### src/core/rea_pkg.sv
// Behaviour
// - Add signed 16-bit offset to reactive power before integration.
// - Offset of 256 counts moves the power sample by one LSB.
// - Filter shifts -90 deg with integrator on, +90 deg with it off.
// - Reactive power is signed: positive 0..90 deg, negative -90..0 deg.
// - Sign detect watches filtered power or each pulse, per option bit.
// - Direction bit clear: flag set on positive to negative change.
// - Direction bit set: flag set on negative to positive change.
// - Sign flag with enable set holds interrupt request until cleared.
// - No accumulation while power is below the no-load threshold.
// - Below threshold sets no-load flag; enabled flag holds request.
// - Threshold code 00 off; 01,10,11 pick 0.015, 0.0075, 0.0037 pct.
// - 49-bit signed hidden accumulator; energy register is top 24 bits.
// - One sample added every 5 clock cycles.
// - Mode bits clear: signed sum; both set: absolute mode.
// - Anti-tamper: add if active power positive, subtract if negative.
// - Absolute mode sums magnitude, still skipping no-load samples.
// - Divide power by 8-bit divider; zero divides by one.
// - Read-clear register returns energy then zeroes top 24 bits.
// - Energy wraps to 0x800000 positive, to 0x7FFFFF negative.
// - Enableable flags for energy half full and overflow/underflow.
// - Waveform output of reactive power at 27.9, 14, 7 or 3.5 kSPS.
// - Signed accumulation after reset.
package rea_pkg;
	localparam int CLK_HZ        = 10_000_000;
	localparam int ACC_PERIOD    = 5;
	localparam int WAVE_HZ0      = 27_900;
	localparam int WAVE_HZ1      = 14_000;
	localparam int WAVE_HZ2      = 7_000;
	localparam int WAVE_HZ3      = 3_500;
	localparam logic [11:0] WAVE_CYC0 = 12'(CLK_HZ / WAVE_HZ0);
	localparam logic [11:0] WAVE_CYC1 = 12'(CLK_HZ / WAVE_HZ1);
	localparam logic [11:0] WAVE_CYC2 = 12'(CLK_HZ / WAVE_HZ2);
	localparam logic [11:0] WAVE_CYC3 = 12'(CLK_HZ / WAVE_HZ3);
	// Thresholds in parts per million of the 2^23 full scale
	localparam longint NL_FS     = 64'h800000;
	localparam longint NL_PPM1   = 150;
	localparam longint NL_PPM2   = 75;
	localparam longint NL_PPM3   = 37;
	localparam logic [7:0] IDX_WAVE     = 8'h0D;
	localparam logic [7:0] IDX_NOLOAD   = 8'h0E;
	localparam logic [7:0] IDX_ACCCFG   = 8'h0F;
	localparam logic [7:0] IDX_GAIN     = 8'h1B;
	localparam logic [7:0] IDX_IRQEN_LO = 8'hD9;
	localparam logic [7:0] IDX_IRQEN_HI = 8'hDB;
	localparam logic [7:0] IDX_IRQST_LO = 8'hDC;
	localparam logic [7:0] IDX_OFFSET   = 8'hE0;
	localparam logic [7:0] IDX_ENERGY   = 8'hE1;
	localparam logic [7:0] IDX_ENERGY_RC = 8'hE2;
	localparam logic [7:0] IDX_DIVIDER  = 8'hE3;
	localparam int ACC_ANTI_BIT  = 0;
	localparam int ACC_ABS_BIT   = 1;
	localparam int ACC_DIR_BIT   = 2;
	localparam int GAIN_OPT_BIT  = 7;
	localparam int NL_LSB        = 2;
	localparam int WAVE_RATE_LSB = 2;
	localparam logic [1:0] WAVE_SRC_REACTIVE = 2'h3;
	localparam int WAVEFORM_SAMPLE_ENABLE_BIT      = 0;
	localparam int ST_SIGN       = 0;
	localparam int ST_NOLOAD     = 1;
	localparam int ST_HALF       = 2;
	localparam int ST_OVF        = 3;
	localparam logic [7:0]  RST_BYTE   = 8'h00;
	localparam logic [15:0] RST_OFFSET = 16'h0000;

	typedef struct packed {
		logic        cyc;
		logic        stb;
		logic        we;
		logic [9:0]  adr;
		logic [3:0]  sel;
		logic [31:0] dat;
	} rea_wb_req_s;

	typedef struct packed {
		logic        ack;
		logic [31:0] dat;
	} rea_wb_rsp_s;
endpackage : rea_pkg

### src/core/rea_accum.sv
`timescale 1ns/1ps
`default_nettype none
module rea_accum (
	input  wire logic                 CLK,
	input  wire logic                 RESET,
	input  wire logic                 CE,
	input  wire rea_pkg::rea_wb_req_s WB_REQ,
	output var  rea_pkg::rea_wb_rsp_s WB_RSP,
	input  wire logic signed [23:0]   POWER_IN,
	input  wire logic                 INTEGRATOR_EN,
	input  wire logic                 ACTIVE_NEG,
	input  wire logic                 ENERGY_PULSE,
	output logic signed [25:0]        ENERGY_STEP,
	output logic signed [24:0]        WAVE_SAMPLE,
	output logic                      WAVE_VALID,
	output logic                      IRQ_PENDING
);
	import rea_pkg::*;

	typedef struct packed {
		logic               ack;
		logic [31:0]        rdat;
		logic [7:0]         wave_cfg;
		logic [7:0]         nl_cfg;
		logic [7:0]         acc_cfg;
		logic [7:0]         gain_cfg;
		logic [7:0]         en_lo;
		logic [7:0]         en_hi;
		logic [7:0]         st_lo;
		logic [15:0]        offset;
		logic [7:0]         divider;
		logic signed [48:0] acc;
		logic [2:0]         tick_cnt;
		logic               prev_neg;
		logic [11:0]        wave_cnt;
		logic signed [24:0] wave;
		logic               wave_vld;
		logic signed [25:0] step;
		logic               irq;
	} rea_state_s;

	rea_state_s s_reg;
	rea_state_s s_next;

	function automatic logic [24:0] rea_mag(input logic signed [24:0] v);
		rea_mag = v[24] ? 25'(-v) : 25'(v);
	endfunction : rea_mag

	function automatic logic [24:0] rea_thr(input logic [1:0] code);
		case (code)
			2'h1: rea_thr = 25'(NL_FS * NL_PPM1 / 1_000_000);
			2'h2: rea_thr = 25'(NL_FS * NL_PPM2 / 1_000_000);
			2'h3: rea_thr = 25'(NL_FS * NL_PPM3 / 1_000_000);
			default: rea_thr = 25'h0000000;
		endcase
	endfunction : rea_thr

	logic signed [23:0] raw;
	logic signed [32:0] ext;
	logic signed [24:0] samp;
	logic [24:0]        mag;
	logic [24:0]        thr;
	logic               below;
	logic [7:0]         dv;
	logic [24:0]        quo;
	logic signed [25:0] sq;
	logic signed [25:0] stp;
	logic signed [48:0] acc_add;
	logic               tick;
	logic               cur_neg;
	logic               chk;
	logic [7:0]         st_set;
	logic [7:0]         st_clr;
	logic [7:0]         idx;
	logic               req;
	logic               done;
	logic               wr;
	logic [31:0]        rd;
	logic [1:0]         wsrc;
	logic [11:0]        wper;
	logic [23:0]        e_old;
	logic [23:0]        e_new;

	always_comb begin
		s_next = s_reg;
		st_set = 8'h00;
		st_clr = 8'h00;
		// Integrated current already lags, so the filter flips to -90 deg
		raw = INTEGRATOR_EN ? 24'(-POWER_IN) : POWER_IN;
		// Negating zero must not flip the sign bit of the widened sample
		ext = 33'({POWER_IN[23] ^ (INTEGRATOR_EN && (|POWER_IN)),
			raw, 8'h00}) + 33'(signed'(s_reg.offset));
		samp = ext[32:8];
		mag = rea_mag(samp);
		thr = rea_thr(s_reg.nl_cfg[NL_LSB +: 2]);
		below = (thr != 25'h0000000) && (mag < thr);
		dv = (s_reg.divider == 8'h00) ? 8'h01 : s_reg.divider;
		quo = 25'(mag / {17'h00000, dv});
		sq = samp[24] ? 26'(-signed'({1'b0, quo})) : 26'({1'b0, quo});
		if (s_reg.acc_cfg[ACC_ABS_BIT]) begin
			stp = 26'({1'b0, quo});
		end else if (s_reg.acc_cfg[ACC_ANTI_BIT] && ACTIVE_NEG) begin
			stp = 26'(-sq);
		end else begin
			stp = sq;
		end
		s_next.step = stp;
		tick = (s_reg.tick_cnt == 3'(ACC_PERIOD - 1));
		s_next.tick_cnt = tick ? 3'h0 : 3'(s_reg.tick_cnt + 3'h1);
		acc_add = s_reg.acc + 49'(stp);
		e_old = s_reg.acc[48:25];
		e_new = acc_add[48:25];
		if (tick && !below) begin
			s_next.acc = acc_add;
			if ((e_new[23:22] == 2'h1 || e_new[23:22] == 2'h2)
				&& e_new[23:22] != e_old[23:22]) begin
				st_set[ST_HALF] = 1'b1;
			end
			if (s_reg.acc[48] == stp[25] && acc_add[48] != stp[25]) begin
				st_set[ST_OVF] = 1'b1;
			end
		end
		if (tick && below) begin
			st_set[ST_NOLOAD] = 1'b1;
		end
		// Option picks the pulse edge or the filtered stream as sampler
		chk = s_reg.gain_cfg[GAIN_OPT_BIT] ? ENERGY_PULSE : tick;
		cur_neg = s_reg.gain_cfg[GAIN_OPT_BIT] ? stp[25] : samp[24];
		if (chk) begin
			s_next.prev_neg = cur_neg;
			if (cur_neg != s_reg.prev_neg
				&& cur_neg != s_reg.acc_cfg[ACC_DIR_BIT]) begin
				st_set[ST_SIGN] = 1'b1;
			end
		end
		wsrc = s_reg.wave_cfg[1:0];
		case (s_reg.wave_cfg[WAVE_RATE_LSB +: 2])
			2'h0: wper = WAVE_CYC0;
			2'h1: wper = WAVE_CYC1;
			2'h2: wper = WAVE_CYC2;
			default: wper = WAVE_CYC3;
		endcase
		s_next.wave_vld = 1'b0;
		if (s_reg.en_hi[WAVEFORM_SAMPLE_ENABLE_BIT] && wsrc == WAVE_SRC_REACTIVE) begin
			if (s_reg.wave_cnt >= wper - 12'h001) begin
				s_next.wave_cnt = 12'h000;
				s_next.wave = samp;
				s_next.wave_vld = 1'b1;
			end else begin
				s_next.wave_cnt = s_reg.wave_cnt + 12'h001;
			end
		end else begin
			s_next.wave_cnt = 12'h000;
		end
		// Wishbone: ack one cycle after the strobe, effects at ack edge
		idx = WB_REQ.adr[9:2];
		req = WB_REQ.cyc && WB_REQ.stb;
		done = req && s_reg.ack;
		wr = done && WB_REQ.we;
		s_next.ack = req && !s_reg.ack;
		case (idx)
			IDX_WAVE:      rd = {24'h000000, s_reg.wave_cfg};
			IDX_NOLOAD:    rd = {24'h000000, s_reg.nl_cfg};
			IDX_ACCCFG:    rd = {24'h000000, s_reg.acc_cfg};
			IDX_GAIN:      rd = {24'h000000, s_reg.gain_cfg};
			IDX_IRQEN_LO:  rd = {24'h000000, s_reg.en_lo};
			IDX_IRQEN_HI:  rd = {24'h000000, s_reg.en_hi};
			IDX_IRQST_LO:  rd = {24'h000000, s_reg.st_lo};
			IDX_OFFSET:    rd = {16'h0000, s_reg.offset};
			IDX_ENERGY:    rd = {8'h00, e_old};
			IDX_ENERGY_RC: rd = {8'h00, e_old};
			IDX_DIVIDER:   rd = {24'h000000, s_reg.divider};
			default:       rd = 32'h00000000;
		endcase
		if (WB_REQ.adr[1:0] != 2'h0) begin
			rd = 32'h00000000;
		end
		s_next.rdat = (req && !s_reg.ack) ? rd : 32'h00000000;
		if (wr && WB_REQ.adr[1:0] == 2'h0 && WB_REQ.sel[0]) begin
			case (idx)
				IDX_WAVE:     s_next.wave_cfg = WB_REQ.dat[7:0];
				IDX_NOLOAD:   s_next.nl_cfg = WB_REQ.dat[7:0];
				IDX_ACCCFG:   s_next.acc_cfg = WB_REQ.dat[7:0];
				IDX_GAIN:     s_next.gain_cfg = WB_REQ.dat[7:0];
				IDX_IRQEN_LO: s_next.en_lo = WB_REQ.dat[7:0];
				IDX_IRQEN_HI: s_next.en_hi = WB_REQ.dat[7:0];
				IDX_IRQST_LO: st_clr = WB_REQ.dat[7:0];
				IDX_OFFSET:   s_next.offset[7:0] = WB_REQ.dat[7:0];
				IDX_DIVIDER:  s_next.divider = WB_REQ.dat[7:0];
				default:      st_clr = 8'h00;
			endcase
		end
		if (wr && WB_REQ.adr[1:0] == 2'h0 && WB_REQ.sel[1]
			&& idx == IDX_OFFSET) begin
			s_next.offset[15:8] = WB_REQ.dat[15:8];
		end
		// Clearing the top keeps the sub-LSB residue; carries from ticks at the strobe and ack edges are dropped
		if (done && !WB_REQ.we && WB_REQ.adr[1:0] == 2'h0
			&& idx == IDX_ENERGY_RC) begin
			s_next.acc[48:25] = 24'h000000;
		end
		// A new event beats a clear landing in the same cycle
		s_next.st_lo = (s_reg.st_lo & ~st_clr) | st_set;
		s_next.irq = |(s_next.st_lo & s_next.en_lo);
	end

	always_ff @(posedge CLK) begin
		if (RESET) begin
			s_reg <= '0;
			s_reg.wave_cfg <= RST_BYTE;
			s_reg.nl_cfg <= RST_BYTE;
			s_reg.acc_cfg <= RST_BYTE;
			s_reg.offset <= RST_OFFSET;
		end else if (CE) begin
			s_reg <= s_next;
		end
	end

	assign WB_RSP.ack = s_reg.ack;
	assign WB_RSP.dat = s_reg.rdat;
	assign ENERGY_STEP = s_reg.step;
	assign WAVE_SAMPLE = s_reg.wave;
	assign WAVE_VALID = s_reg.wave_vld;
	assign IRQ_PENDING = s_reg.irq;

	property p_ack_pulse;
		@(posedge CLK) disable iff (RESET)
		s_reg.ack && CE |=> !s_reg.ack;
	endproperty
	a_ack_pulse: assert property (p_ack_pulse)
		else $error("ack held longer than one cycle");

	property p_tick_only;
		@(posedge CLK) disable iff (RESET)
		CE && !tick && !done |=> $stable(s_reg.acc);
	endproperty
	a_tick_only: assert property (p_tick_only)
		else $error("accumulator moved off the five-cycle tick");

	property p_noload_hold;
		@(posedge CLK) disable iff (RESET)
		CE && tick && below && !done |=> $stable(s_reg.acc);
	endproperty
	a_noload_hold: assert property (p_noload_hold)
		else $error("accumulated below no-load threshold");

	property p_noload_flag;
		@(posedge CLK) disable iff (RESET)
		CE && tick && below |=> s_reg.st_lo[ST_NOLOAD];
	endproperty
	a_noload_flag: assert property (p_noload_flag)
		else $error("no-load flag not set");

	property p_sign_fall;
		@(posedge CLK) disable iff (RESET)
		CE && chk && !s_reg.acc_cfg[ACC_DIR_BIT] && !s_reg.prev_neg
		&& cur_neg |=> s_reg.st_lo[ST_SIGN];
	endproperty
	a_sign_fall: assert property (p_sign_fall)
		else $error("positive to negative change missed");

	property p_irq_sign;
		@(posedge CLK) disable iff (RESET)
		s_reg.st_lo[ST_SIGN] && s_reg.en_lo[ST_SIGN] |-> IRQ_PENDING;
	endproperty
	a_irq_sign: assert property (p_irq_sign)
		else $error("sign interrupt not pending");

	property p_rc_clear;
		@(posedge CLK) disable iff (RESET)
		CE && done && !WB_REQ.we && WB_REQ.adr == {IDX_ENERGY_RC, 2'h0}
		|=> s_reg.acc[48:25] == 24'h000000;
	endproperty
	a_rc_clear: assert property (p_rc_clear)
		else $error("read-clear left energy bits");

	property p_wave_gap;
		@(posedge CLK) disable iff (RESET)
		WAVE_VALID |=> !WAVE_VALID [*8];
	endproperty
	a_wave_gap: assert property (p_wave_gap)
		else $error("waveform samples too close");

	property p_sign_rise;
		@(posedge CLK) disable iff (RESET)
		CE && chk && s_reg.acc_cfg[ACC_DIR_BIT] && s_reg.prev_neg
		&& !cur_neg |=> s_reg.st_lo[ST_SIGN];
	endproperty
	a_sign_rise: assert property (p_sign_rise)
		else $error("negative to positive change missed");

	property p_irq_noload;
		@(posedge CLK) disable iff (RESET)
		s_reg.st_lo[ST_NOLOAD] && s_reg.en_lo[ST_NOLOAD] |-> IRQ_PENDING;
	endproperty
	a_irq_noload: assert property (p_irq_noload)
		else $error("no-load interrupt not pending");

	property p_nl_off;
		@(posedge CLK) disable iff (RESET)
		s_reg.nl_cfg[NL_LSB +: 2] == 2'h0 |-> !below;
	endproperty
	a_nl_off: assert property (p_nl_off)
		else $error("no-load detected while disabled");

	property p_nl_small;
		@(posedge CLK) disable iff (RESET)
		s_reg.nl_cfg[NL_LSB +: 2] != 2'h0
		&& mag < 25'h0000100 |-> below;
	endproperty
	a_nl_small: assert property (p_nl_small)
		else $error("tiny sample not treated as no-load");

	property p_div_one;
		@(posedge CLK) disable iff (RESET)
		s_reg.divider == 8'h00 |-> quo == mag;
	endproperty
	a_div_one: assert property (p_div_one)
		else $error("zero divider did not divide by one");

	property p_abs_mag;
		@(posedge CLK) disable iff (RESET)
		s_reg.acc_cfg[ACC_ABS_BIT] |-> !stp[25] && stp == 26'(quo);
	endproperty
	a_abs_mag: assert property (p_abs_mag)
		else $error("absolute mode step not a magnitude");

	property p_anti_flip;
		@(posedge CLK) disable iff (RESET)
		!s_reg.acc_cfg[ACC_ABS_BIT] && s_reg.acc_cfg[ACC_ANTI_BIT]
		&& ACTIVE_NEG && quo != 25'h0000000 |-> stp[25] != samp[24];
	endproperty
	a_anti_flip: assert property (p_anti_flip)
		else $error("anti-tamper step not inverted");

	property p_signed_keep;
		@(posedge CLK) disable iff (RESET)
		s_reg.acc_cfg[ACC_ABS_BIT:ACC_ANTI_BIT] == 2'h0
		&& quo != 25'h0000000 |-> stp[25] == samp[24];
	endproperty
	a_signed_keep: assert property (p_signed_keep)
		else $error("signed mode step changed sign");

	property p_offset_lsb;
		@(posedge CLK) disable iff (RESET)
		!INTEGRATOR_EN && s_reg.offset == 16'h0100
		|-> samp == {POWER_IN[23], POWER_IN} + 25'h0000001;
	endproperty
	a_offset_lsb: assert property (p_offset_lsb)
		else $error("offset of 256 did not add one sample LSB");
endmodule : rea_accum
`default_nettype wire

### config.mk
export PLATFORM = sky130hd
export DESIGN_NAME = rea_accum
export DESIGN_NICKNAME = d
export VERILOG_FILES = /design/src/core/rea_pkg.sv /design/src/core/rea_accum.sv
export SDC_FILE = /design/constraint.sdc
export NUM_CORES = 1
export LEC_CHECK = 0
export BUFFER_PORTS_ARGS = -buffer_cell sky130_fd_sc_hd__buf_2
export CORE_MARGIN = 2
export CORE_UTILIZATION = 50
export CTS_CLUSTER_DIAMETER = 60
export DETAILED_ROUTE_END_ITERATION = 12
export PLACE_DENSITY_LB_ADDON = 0.2
export RECOVER_POWER = 100
export SLEW_MARGIN = 20
export SYNTH_ARGS = -nofsm -noshare
export SYNTH_HDL_FRONTEND = slang
export SYNTH_SLANG_ARGS = --single-unit
### constraint.sdc
create_clock -name CLK -period 85.8 [get_ports CLK]
set_input_delay 4.29 -clock CLK [delete_from_list [all_inputs] [get_ports CLK]]
set_output_delay 4.29 -clock CLK [all_outputs]
set_load 0.01 [all_outputs]
==> results.txt <==
The core footprint is 57600 um^2. In the routed layout, each cell is associated on average with a via count of 6.04. At the worst endpoint, the required time is 86230 ps. In this run the biggest area consumer among cell types represents 15.4% of the synthesized area. Clock root buffer: sky130_fd_sc_hd__clkbuf_16. The worst setup path is launched from an input pin. The tools report the remaining global-route overflow as 0.

The pin slew with the least headroom to its limit was 2460 ps. The run gives 29100 um^2 as the area of the mapped netlist. The pre-antenna-repair detailed-routing pass consisted of 6 iterations. The register with the most flip-flops in the layout has 121 of them. The number of pins exceeding their max-slew limit in the final report is 103. The class of the tightest hold or removal check is reg2reg. The worst clock skew is 39.1 ps. Port buffering added 138 buffers. The run gives 3 as the max-capacitance violation count.

In the synthesized netlist, the cells that appear most often are sky130_fd_sc_hd__nor2_1 (527), sky130_fd_sc_hd__nand2_1 (289), sky130_fd_sc_hd__ha_1 (285). The logs give 137 for the count of unique library cells instantiated by Yosys and 0 for the DRC violation count after routing. Setup violations remaining at the end of the flow were counted as 0. In this design, the critical path's most frequently occurring cell is sky130_fd_sc_hd__o21a_1. The fmax is 0.0126 GHz. After clock tree synthesis, the clock-pin slew on the worst setup and hold paths is 60 ps.

Global routing used 28.8% of the available tracks across all layers. The via count of the first global-routing pass is 27400, and the number of buffers created by CTS is 26. The area growth from synthesis to layout is 11.9%. The number of enable-type register cells in the synthesized netlist is 0.

The tools report the beginning of the worst register-to-register path as s_reg[141]. TritonCTS built the clock tree. Along the worst path, the maximum fanout reaches 17.

Among cell families on the critical path, the largest total delay comes from compound AO/OA/AOI/OAI gates. The critical path startpoint is POWER_IN[5]. For the final-report hold violation count, the log shows 0.

In this run, the number of DRC markers left after iteration 0 of detailed routing was 2181. The proportion of synthesized chip area in sequential cells came out at 15.4%. The most used flip-flop cell after synthesis is sky130_fd_sc_hd__dfxtp_1. The finished layout holds 4937 standard cells, fillers aside.

Entering global routing, the biggest net connects 135 pins. Clock latency on the worst-skew pair, taken at its later pin, is 580 ps. Measured against its own limit, the worst slew margin works out to -63.8%.

The shortest period the worst path allows came out at 79340 ps. Counting both buffers and inverters, the worst setup path holds a total of 25. After routing the design area is 32500 um^2. The number of antenna violations at the first check in global routing is 2. The worst hold path begins at s_reg[149]. The synthesized design spends more area on one cell type than any other, namely sky130_fd_sc_hd__dfxtp_1. The most instantiated library cell after synthesis was sky130_fd_sc_hd__nor2_1.

The flip-flop and latch count after synthesis was 223; the cell count after synthesis was 3931. The floorplan has 88 rows. The final route contains 29800 vias. After synthesis, the share of flip-flops with an asynchronous set or reset is 0%. The die area came out at 60100 um^2. For this run, the post-layout net count is 4518.

STA classifies the critical path endpoint as a flip-flop. The tree built by TritonCTS fans out to 223 sinks. Dividing the final minimum period by the clock period gives 92.5%.

The wire length per cell after detailed routing was 18.2 um. The run gives 143000 um as the first-pass GRT wire length. For this run, the number of Yosys warnings is 0.

For the number of top-level pins, the log shows 165. The fraction of final layout cells with drive strength greater than 1 was 13.7%; the HPWL after detailed placement was 69900 um. The tools report the post-route antenna net violation count as 0.

Sorting the synthesized cells by area gives the leading types as sky130_fd_sc_hd__dfxtp_1 (15%), sky130_fd_sc_hd__ha_1 (12%), sky130_fd_sc_hd__nor2_1 (6.8%), sky130_fd_sc_hd__xnor2_1 (5.0%), sky130_fd_sc_hd__mux2i_1 (5.0%). Data arrival time of the worst path: 79770 ps. The placed instances occupy a cell area of 31500 um^2. The die is 245 um tall. In this run the deepest clock path goes through 3 buffers. The largest single stage delay on the critical path is 660 ps. The hold buffer count at CTS was 0. The run finished, with violations left. The average instance in the mapped netlist occupies 7.40 um^2. For this configuration, the core starts out at a cell density of 50.5%. The final reports fail on capacitance limit, slew limit. The run gives 89700 um as the sum of routed wire length over all layers. The congestion estimate from routability-driven global placement came to 0.962. The largest individual stage delay along the critical path comes from the cell sky130_fd_sc_hd__or4b_2.

Total negative setup slack: 0 ps. In this run the horizontal extent of the chip is 245 um. The worst setup path is of the in2reg kind. The logs give 1 for the maximum level of the CTS H-tree and 4880 for the instance count after placement with tap cells included.
[worst paths after layout]
kind	end	slack, ps	cells after the start
min reg2reg	s_reg[149]	470	2
max reg2reg	IRQ_PENDING	10880	376
max	IRQ_PENDING	6460	383
min	s_reg[149]	470	2
[repair_timing]
action,CTS,global route
resized for setup,0,60
endpoints found under the setup margin,0,24
buffers inserted,0,9
[stage by stage]
step / setup WS [ps] / util, % / hold WS, ps
detailed placement: 2660 / 54.7 / 465
finish: 6460 / 56.5 / 470
CTS: 2760 / 56.2 / 473
global route: -214 / 56.5 / 497
floorplan: 8190 / - / 426
global placement: 3300 / 54.7 / 462
[cells by family after synthesis]
family	share of synthesized area, %
XOR/XNOR	7.11
AND/OR/NAND/NOR	25.3
buffers and inverters	6.58
adder cells (fa/ha/maj)	12.5
flip-flops	15.4
multiplexers	6.47
AO/OA/AOI/OAI	26.7
other	0.0129
[worst reg2reg max path: cells and delay by family, from the launching register on]
family	cells	cell delay, ps
simple gates	97	18400
buf+inv	24	2870
compound gates	217	41350
fa+ha+maj	29	8690
flops	1	970
xor+xnor	1	380
mux	8	2130
[layout by cell type (no fill, tap or decap), drive strengths merged, types with 30 or more instances in the layout]
master    n
a211oi   40
a21boi   33
a21o     64
a21oi   263
a22oi    42
a31oi    36
and2     33
and3     41
buf     332
clkbuf  121
dfxtp   223
ha      285
inv     150
mux2     32
mux2i   148
nand2   290
nand2b   30
nand3   100
nand4    51
nor2    529
nor2b    33
nor3    179
nor4     38
o211ai   38
o21a    121
o21ai   220
o31ai    61
or2      38
or3      41
xnor2   166
xor2     70
[final cells by class]
cell class / instances / area, um^2
Antenna cell: 1 / 2.50
Tap cell: 765 / 957
Clock inverter: 15 / 200
Multi-Input combinational cell: 3332 / 23000
Fill cell: 5680 / 25000
Sequential cell: 223 / 4460
Clock buffer: 32 / 703
Inverter: 148 / 558
Timing Repair Buffer: 421 / 2690
[metal layers]
metal / track usage (%) / share of wire [%] / wire length, um / vias up
li1: - / - / - / 14800
met1: 39.5 / 47 / 41800 / 13900
met2: 47.3 / 44 / 39900 / 869
met3: 2.55 / 5.6 / 4990 / 157
met4: 9.16 / 3.3 / 2960 / 2
met5: 0 / 0.014 / 13 / -
Power is not shown: default switching activity piles up to over one toggle a cycle in this logic, so the estimate is an artifact.
